**config.mk**
```make
export PLATFORM = sky130hd
export DESIGN_NAME = frews_top
export DESIGN_NICKNAME = d
export VERILOG_FILES = /design/src/rtl/frews_pkg.sv /design/src/rtl/frews_top.sv
export SDC_FILE = /design/constraint.sdc
export NUM_CORES = 1
export LEC_CHECK = 0
export BUFFER_PORTS_ARGS = -buffer_cell sky130_fd_sc_hd__buf_2
export CAP_MARGIN = 20
export CORE_ASPECT_RATIO = 0.9
export CORE_UTILIZATION = 52
export DETAILED_ROUTE_END_ITERATION = 10
export PLACE_DENSITY = 0.69
export SYNTH_ARGS = -nofsm -noshare
export SYNTH_HDL_FRONTEND = slang
export SYNTH_SLANG_ARGS = --single-unit
```
**constraint.sdc**
```tcl
create_clock -name CLK -period 3.7 [get_ports CLK]
set_input_delay 0 -clock CLK [delete_from_list [all_inputs] [get_ports CLK]]
set_output_delay 0 -clock CLK [all_outputs]
set_load 0.05 [all_outputs]
```
**src/rtl/frews_pkg.sv**
```systemverilog
package frews_pkg;
   // ------------------------------------------------------------
   // register map (byte addresses on the APB)
   // ------------------------------------------------------------
   localparam logic [7:0] ADDR_LOW_OFS = 8'h00;
   localparam logic [7:0] ADDR_HIGH_OFS = 8'h04;
   localparam logic [7:0] DATA_LOW_OFS = 8'h08;
   localparam logic [7:0] DATA_HIGH_OFS = 8'h0c;
   localparam logic [7:0] CONTROL_OFS = 8'h10;
   localparam logic [7:0] UNLOCK_OFS = 8'h14;
   // ------------------------------------------------------------
   // nvm_control field positions and reset values
   // ------------------------------------------------------------
   localparam int GO_BIT = 1;
   localparam int PERMIT_BIT = 2;
   localparam int ERASE_BIT = 4;
   localparam int LATCH_ONLY_BIT = 5;
   localparam int CFG_SEL_BIT = 6;
   localparam int PGM_SEL_BIT = 7;
   localparam logic [7:0] CONTROL_RST = 8'h00;
   localparam logic [7:0] REG_RST = 8'h00;
   localparam logic [13:0] LATCH_RST = 14'h3fff;
   localparam logic [7:0] UNLOCK_KEY1 = 8'h55;
   localparam logic [7:0] UNLOCK_KEY2 = 8'haa;
   // ------------------------------------------------------------
   // geometry and timing
   // ------------------------------------------------------------
   localparam int ADDR_W = 15;
   localparam int DATA_W = 14;
   localparam int N_LATCH = 32;
   localparam int LATCH_IDX_W = 5;
   localparam int CLK_PERIOD_NS = 20;
   localparam int INSN_CLKS = 4;
   localparam int SETUP_INSNS = 2;
   localparam int OP_TIME_MS = 2;
   localparam int OP_CLKS = OP_TIME_MS * 1000000 / CLK_PERIOD_NS;
   // ------------------------------------------------------------
   // types
   // ------------------------------------------------------------
   typedef enum logic [1:0] {ST_IDLE, ST_SETUP, ST_PROG, ST_WAIT} frews_state_e;
   typedef enum logic [1:0] {UL_NONE, UL_KEY1, UL_KEY2} frews_unlock_e;
   typedef struct packed {
      logic erase;
      logic prog;
      logic [ADDR_W-1:0] addr;
      logic [DATA_W-1:0] wdata;
   } frews_flash_s;
endpackage

```
**src/rtl/frews_top.sv**
```systemverilog
// Function
// - program memory erase works on whole rows only, never single words.
// - go acts only right after unlock writes 55h then AAh.
// - row erase select stays readable and clears when the erase ends.
// - two instruction cycles of setup pass after go before flash work.
// - core stalls for the 2 ms erase while clocks keep running.
// - core resumes after the operation; stall drops once it completes.
// - 32 write latches; one write programs at most 32 words.
// - latch block aligned on low address boundary; writes never cross it.
// - after a program write every latch returns to 3fffh.
// - latch-only mode loads the addressed latch, no flash write, no stall.
// - normal mode loads the final latch then programs the whole block.
// - the whole latch block is programmed even if partly loaded.
// - stall only during the erase or programming operation, not latch loads.
//
// Our own choices: the register addresses and the APB slave port.
`timescale 1ns/1ps
`default_nettype none
module frews_top
#(
   parameter int OP_CLKS = frews_pkg::OP_CLKS
)
(
   // clock and reset
   input wire logic CLK,
   input wire logic RESET_N,
   // apb slave
   input wire logic PSEL,
   input wire logic PENABLE,
   input wire logic PWRITE,
   input wire logic [7:0] PADDR,
   input wire logic [31:0] PWDATA,
   output logic [31:0] PRDATA,
   output logic PREADY,
   output logic PSLVERR,
   // core and flash array
   output logic CORE_STALL,
   output frews_pkg::frews_flash_s FLASH_CMD
);
   import frews_pkg::*;

   // timer wide enough to count the whole operation time
   localparam int TW = $clog2(OP_CLKS + 1);

   // ------------------------------------------------------------
   // helpers
   // ------------------------------------------------------------
   // base word address of the latch block holding an address
   function automatic logic [ADDR_W-1:0] row_base(input logic [ADDR_W-1:0] a);
      row_base = {a[ADDR_W-1:LATCH_IDX_W], {LATCH_IDX_W{1'b0}}};
   endfunction

   // decode of mapped offsets
   function automatic logic mapped(input logic [7:0] a);
      mapped = (a == ADDR_LOW_OFS) || (a == ADDR_HIGH_OFS) || (a == DATA_LOW_OFS)
         || (a == DATA_HIGH_OFS) || (a == CONTROL_OFS) || (a == UNLOCK_OFS);
   endfunction

   // ------------------------------------------------------------
   // state
   // ------------------------------------------------------------
   frews_state_e state_ff, nxt_state;
   frews_unlock_e unlock_ff, nxt_unlock;
   logic [ADDR_W-1:0] addr_ff, nxt_addr;
   logic [DATA_W-1:0] data_ff, nxt_data;
   logic [7:0] ctl_ff, nxt_ctl;
   // one word per write latch, erased pattern after reset
   logic [DATA_W-1:0] latch_ff [N_LATCH];
   logic [DATA_W-1:0] nxt_latch [N_LATCH];
   logic [LATCH_IDX_W-1:0] idx_ff, nxt_idx;
   logic [TW-1:0] timer_ff, nxt_timer;
   logic [1:0] div_ff, nxt_div;
   logic [1:0] setup_ff, nxt_setup;
   logic [31:0] prdata_ff, nxt_prdata;
   frews_flash_s cmd_ff, nxt_cmd;
   logic apb_wr;
   logic insn_tick;
   logic go_ok;

   // ------------------------------------------------------------
   // apb handshake
   // ------------------------------------------------------------
   // zero wait state, error on unmapped offsets
   assign PREADY = 1'b1;
   assign PSLVERR = PSEL & PENABLE & ~mapped(PADDR);
   // writes land only in the access phase of a mapped offset while idle
   assign apb_wr = PSEL & PENABLE & PWRITE & mapped(PADDR) & (state_ff == ST_IDLE);
   // one tick per instruction cycle of the core
   assign insn_tick = (div_ff == 2'(INSN_CLKS - 1));
   // go honoured only straight after the key pair with write permit set
   // permit must already stand from an earlier write, not come with this one
   assign go_ok = PWDATA[GO_BIT] & (unlock_ff == UL_KEY2) & ctl_ff[PERMIT_BIT];

   // ------------------------------------------------------------
   // instruction cycle divider
   // ------------------------------------------------------------
   // free-running so setup ends on an instruction cycle boundary
   always_comb
   begin
      nxt_div = insn_tick ? 2'h0 : div_ff + 2'h1;
   end

   always_ff @(posedge CLK or negedge RESET_N)
   begin
      if (!RESET_N)
         div_ff <= 2'h0;
      else
         div_ff <= nxt_div;
   end

   // ------------------------------------------------------------
   // read data
   // ------------------------------------------------------------
   // captured in the setup phase so PRDATA comes from a flop
   always_comb
   begin
      nxt_prdata = prdata_ff;
      if (PSEL && !PENABLE && !PWRITE)
      begin
         case (PADDR)
            ADDR_LOW_OFS: nxt_prdata = {24'h0, addr_ff[7:0]};
            ADDR_HIGH_OFS: nxt_prdata = {25'h0, addr_ff[ADDR_W-1:8]};
            DATA_LOW_OFS: nxt_prdata = {24'h0, data_ff[7:0]};
            DATA_HIGH_OFS: nxt_prdata = {26'h0, data_ff[DATA_W-1:8]};
            CONTROL_OFS: nxt_prdata = {24'h0, ctl_ff};
            default: nxt_prdata = 32'h0; // unlock and unmapped offsets read as zero
         endcase
      end
   end

   always_ff @(posedge CLK or negedge RESET_N)
   begin
      if (!RESET_N)
         prdata_ff <= 32'h0;
      else
         prdata_ff <= nxt_prdata;
   end

   // ------------------------------------------------------------
   // next state
   // ------------------------------------------------------------
   always_comb
   begin
      nxt_state = state_ff;
      nxt_unlock = unlock_ff;
      nxt_addr = addr_ff;
      nxt_data = data_ff;
      nxt_ctl = ctl_ff;
      nxt_latch = latch_ff;
      nxt_idx = idx_ff;
      nxt_timer = timer_ff;
      nxt_setup = setup_ff;
      nxt_cmd = '0;

      // register writes; any write other than a key breaks the unlock
      // dropped while busy, so address and data stay put under a running cycle
      if (apb_wr)
      begin
         nxt_unlock = UL_NONE;
         case (PADDR)
            ADDR_LOW_OFS: nxt_addr[7:0] = PWDATA[7:0];
            ADDR_HIGH_OFS: nxt_addr[ADDR_W-1:8] = PWDATA[ADDR_W-9:0];
            DATA_LOW_OFS: nxt_data[7:0] = PWDATA[7:0];
            DATA_HIGH_OFS: nxt_data[DATA_W-1:8] = PWDATA[DATA_W-9:0];
            UNLOCK_OFS:
            begin
               // a repeated first key restarts the pattern
               if (PWDATA[7:0] == UNLOCK_KEY1)
                  nxt_unlock = UL_KEY1;
               else if (PWDATA[7:0] == UNLOCK_KEY2 && unlock_ff == UL_KEY1)
                  nxt_unlock = UL_KEY2;
            end
            CONTROL_OFS:
            begin
               // go is never stored from the bus; only an accepted sequence sets it
               nxt_ctl = PWDATA[7:0];
               nxt_ctl[GO_BIT] = 1'b0;
               if (go_ok && PWDATA[LATCH_ONLY_BIT] && !PWDATA[ERASE_BIT])
               begin
                  // latch load only: no flash cycle and no stall
                  nxt_latch[addr_ff[LATCH_IDX_W-1:0]] = data_ff;
               end
               else if (go_ok)
               begin
                  // erase or program: go reads back set until the cycle completes
                  nxt_ctl[GO_BIT] = 1'b1;
                  nxt_state = ST_SETUP;
                  nxt_setup = 2'h0;
                  if (!PWDATA[ERASE_BIT])
                     nxt_latch[addr_ff[LATCH_IDX_W-1:0]] = data_ff;
               end
            end
            default: nxt_unlock = UL_NONE;
         endcase
      end

      // operation sequence
      case (state_ff)
         // block streaming always starts from word zero of the row
         ST_IDLE: nxt_idx = '0;
         ST_SETUP:
         begin
            // two instruction cycles for the core to run its nops
            // no stall yet, so the core can still fetch them
            if (insn_tick)
            begin
               nxt_setup = setup_ff + 2'h1;
               if (setup_ff == 2'(SETUP_INSNS - 1))
               begin
                  nxt_timer = '0;
                  if (ctl_ff[ERASE_BIT])
                  begin
                     // row erase only, never a single word
                     nxt_cmd.erase = 1'b1;
                     nxt_cmd.addr = row_base(addr_ff);
                     nxt_state = ST_WAIT;
                  end
                  else
                     nxt_state = ST_PROG;
               end
            end
         end
         ST_PROG:
         begin
            // stream every latch of the aligned block, loaded or not
            // one word per clock with a strictly increasing address
            nxt_cmd.prog = 1'b1;
            nxt_cmd.addr = row_base(addr_ff) | ADDR_W'(idx_ff);
            nxt_cmd.wdata = latch_ff[idx_ff];
            nxt_idx = idx_ff + 1'b1;
            if (idx_ff == LATCH_IDX_W'(N_LATCH - 1))
               nxt_state = ST_WAIT;
         end
         ST_WAIT:
         begin
            // erase and program share this wait; only a program clears the latches
            nxt_timer = timer_ff + 1'b1;
            if (timer_ff == TW'(OP_CLKS - 1))
            begin
               nxt_state = ST_IDLE;
               nxt_ctl[GO_BIT] = 1'b0;
               nxt_ctl[ERASE_BIT] = 1'b0;
               if (!ctl_ff[ERASE_BIT])
               begin
                  for (int i = 0; i < N_LATCH; i++)
                     nxt_latch[i] = LATCH_RST;
               end
            end
         end
         default: nxt_state = ST_IDLE;
      endcase
   end

   // ------------------------------------------------------------
   // registers
   // ------------------------------------------------------------
   // asynchronous reset leaves every latch at the erased pattern
   always_ff @(posedge CLK or negedge RESET_N)
   begin
      if (!RESET_N)
      begin
         state_ff <= ST_IDLE;
         unlock_ff <= UL_NONE;
         addr_ff <= '0;
         data_ff <= '0;
         ctl_ff <= CONTROL_RST;
         for (int i = 0; i < N_LATCH; i++)
            latch_ff[i] <= LATCH_RST;
         idx_ff <= '0;
         timer_ff <= '0;
         setup_ff <= 2'h0;
         cmd_ff <= '0;
      end
      else
      begin
         state_ff <= nxt_state;
         unlock_ff <= nxt_unlock;
         addr_ff <= nxt_addr;
         data_ff <= nxt_data;
         ctl_ff <= nxt_ctl;
         latch_ff <= nxt_latch;
         idx_ff <= nxt_idx;
         timer_ff <= nxt_timer;
         setup_ff <= nxt_setup;
         cmd_ff <= nxt_cmd;
      end
   end

   // ------------------------------------------------------------
   // outputs
   // ------------------------------------------------------------
   // stall covers flash work only, never setup or latch loads
   assign CORE_STALL = (state_ff == ST_PROG) || (state_ff == ST_WAIT);
   // registered so the array sees clean commands: a one-cycle erase pulse, a 32-cycle program burst
   assign FLASH_CMD = cmd_ff;
   assign PRDATA = prdata_ff;
endmodule
`default_nettype wire

```
==> results.yml <==
grt:
  first_global_vias: 20419
  overflow: 0
  grt_max_degree: 122
  antenna_found_initial: 1
  grt_pass1_wl_mm: 121
  grt_usage_pct: 29.7
cells_and_area:
  drive_gt1_share_pct: 34.8
  diodes: 0
  nNetsFinal: 2560
  area_delta_synth_final_pct: 12.5
  final_util_pct: 59.1
placement:
  dp_hpwl_mm: 47.4
  gp_congestion: 0.925
  port_buffers: 61
yosys:
  netlist_top_cells_area: "dfstp_2 (43%), dfrtp_1 (9.8%), mux4_2 (9.3%)"
  synth_commonest_cells: "nand2_1 (646), dfstp_2 (448), nand3_1 (237)"
  synth_cell_type_count: 59
  yosys_most_used_dff: "dfstp_2"
  yosysMostFrequentCell: "nand2_1"
  postSynth.asyncResetShare_pct: 100
  yosys.area.top_type: "dfstp_2"
  synth_area_per_cell_um2: 10.8
  post-synth-top-area-fraction_pct: 43.4
  synth-seq-cells: 554
  yosys_warnings: 0
  synth_edf_count: 0
  synth_area_um2: 27100
  synth_seq_area_share_pct: 53.2
  syn_inst: 2499
pwr:
  leakage_nw: 12.9
  power_per_cell_area_nw_per_um2: 407
  finalPower_mw: 12.4
  ir_worst_vdd_mv: 0.366
drt:
  vias: 20503
  vias_per_cell: 6.34
  first_pass_iters: 7
  wirelength_mm: 78.3
  ant_nets: 0
  wl_per_cell_um: 24.2
  drc: 0
  drt_iter0_markers: 2143
floorplanning:
  rows: 79
  dieArea_um2: 53100
  fp.dieW_um: 243
  die_h_um: 219
  ios: 111
  coreArea_um2: 51600
  start_util_pct: 52.5
min_path:
  min_path_type: "primary input to asynchronous set/reset pin"
sta:
  setup_viol: 0
  finalCritPeriodShare_pct: 80.8
  period_needed_ns: 2.99
  final-hold-violation-count: 4
  drv_slew: 0
  worst_slew_pin_slew_ns: 1.19
  holdWs_ns: -0.00653
  fin_skew_ns: 0.0236
  fmax_mhz: 334
  relSlewSlack_pct: 20.8
  rsz0062_at_grt: "no"
  tns_ns: 0
critical_path:
  r2r_end: "latch_ff[289]$_DFF_PN1_"
  r2r_cells: 8
  critical_path_class: "flop to flop"
  cp.required_ns: 4.22
  r2r_slack_ns: 0.71
  endpoint_kind: "flop"
  critPathArrivalTime_ns: 3.51
  start_kind: "flop"
  cp_max_fo: 17
clock_network:
  cts_buffers: 57
  cts_tree: "built"
  cts_setup_buffers: 0
  root_buffer: "clkbuf_16"
  post_cts_resize_count: 0
  clk_latency_ns: 0.63
  clockBufferDepth: 3
  cts.sinks: 554
  postCtsHoldBufs: 24
  h-tree-depth: 2
  clkSlewWorstSetupHoldPaths_ns: 0.06
outcome:
  status: "finished, violations left"
  violations: "hold timing"
flow_run:
  maxCapViolCount: 0
worst max-delay path, cell delays in order, from the launching register on:
cell,delay [ns]
dfrtp_1,0.40
inv_1,0.11
ha_1,0.34
nand4_4,0.27
nor4b_4,0.31
buf_4,0.32
nand3_1,0.71
nand2_1,0.28
o211ai_1,0.13
cell type report:
class / instances / area (um2)
well taps: 688 / 861
clock inverters: 18 / 249
repair buffers: 181 / 1490
fillers: 4105 / 21100
clock buffers: 82 / 1680
flip-flops and latches: 554 / 14400
inverters: 13 / 48.8
multi-input cells: 1699 / 11700
logic make-up (layout without fill, tap and decap cells):
family,count (synthesis),in the layout,synth area share [%]
adders and majority gates,9,9,0.415
and+or+nand+nor,1071,1071,17.7
buffers and inverters,269,294,4.33
AOI/OAI and AO/OA,275,275,7.19
muxes,305,305,16.6
other,2,25,0.0277
xor gates and xnor gates,14,14,0.452
DFF,554,554,53.2
metal layers:
metal / vias up / global-route usage (%) / wire length (um)
met3: 168 / 6.61 / 7350
li1: 8804 / - / -
met5: - / 0 / 11
met1: 10530 / 41.7 / 32500
met4: 2 / 11.2 / 2700
met2: 999 / 45.4 / 35700
power by group:
group | switching [mW] | internal [mW] | leakage (nW)
clock network | 2.42 | 3.55 | 0.950
logic | 0.273 | 0.0607 | 5.87
registers | 0.00738 | 6.10 | 6.12
total | 2.70 | 9.71 | 12.9
worst max path at each step:
stage,depth (start not counted),endpoint,slack (ns)
after floorplan,10,latch_ff[256]$_DFF_PN1_,1.16
after global placement,8,latch_ff[292]$_DFF_PN1_,0.85
after detailed placement,8,latch_ff[288]$_DFF_PN1_,0.70
after CTS,8,latch_ff[289]$_DFF_PN1_,0.73
after global routing,8,latch_ff[296]$_DFF_PN1_,0.57
final,8,latch_ff[289]$_DFF_PN1_,0.71
layout by cell type (no fill, tap or decap), types with 47 or more instances in the layout:
cell	Yosys	layout
mux4_2	112	112
o211ai_1	155	155
dfstp_2	448	448
nor2_1	47	47
nand2_1	646	643
mux2i_1	146	146
clkbuf_16	0	60
dfrtp_1	106	103
buf_4	29	79
mux2_2	47	47
buf_2	26	60
nand3_1	237	237
metrics by stage:
stage	std cells	instance area (um2)	setup slack [ns]
5_1_grt	3235	30500	0.573
3_5_place_dp	3111	28300	0.704
4_1_cts	3235	30500	0.733
3_3_place_gp	3111	28300	0.855
6_report	3235	30500	0.709
2_1_floorplan	2522	27200	1.16
state kept, by name (all words and copies together), names as in the netlist, named ones only:
| signal | cells |
|---|---|
| FLASH_CMD | 31 |
| PRDATA | 8 |
| addr_ff | 15 |
| ctl_ff | 8 |
| data_ff | 14 |
| div_ff | 2 |
| idx_ff | 5 |
| latch_ff | 448 |
| setup_ff | 2 |
| state_ff | 1 |
| timer_ff | 17 |
| unlock_ff | 2 |
Note: power is estimated with default switching activity, not from simulation.
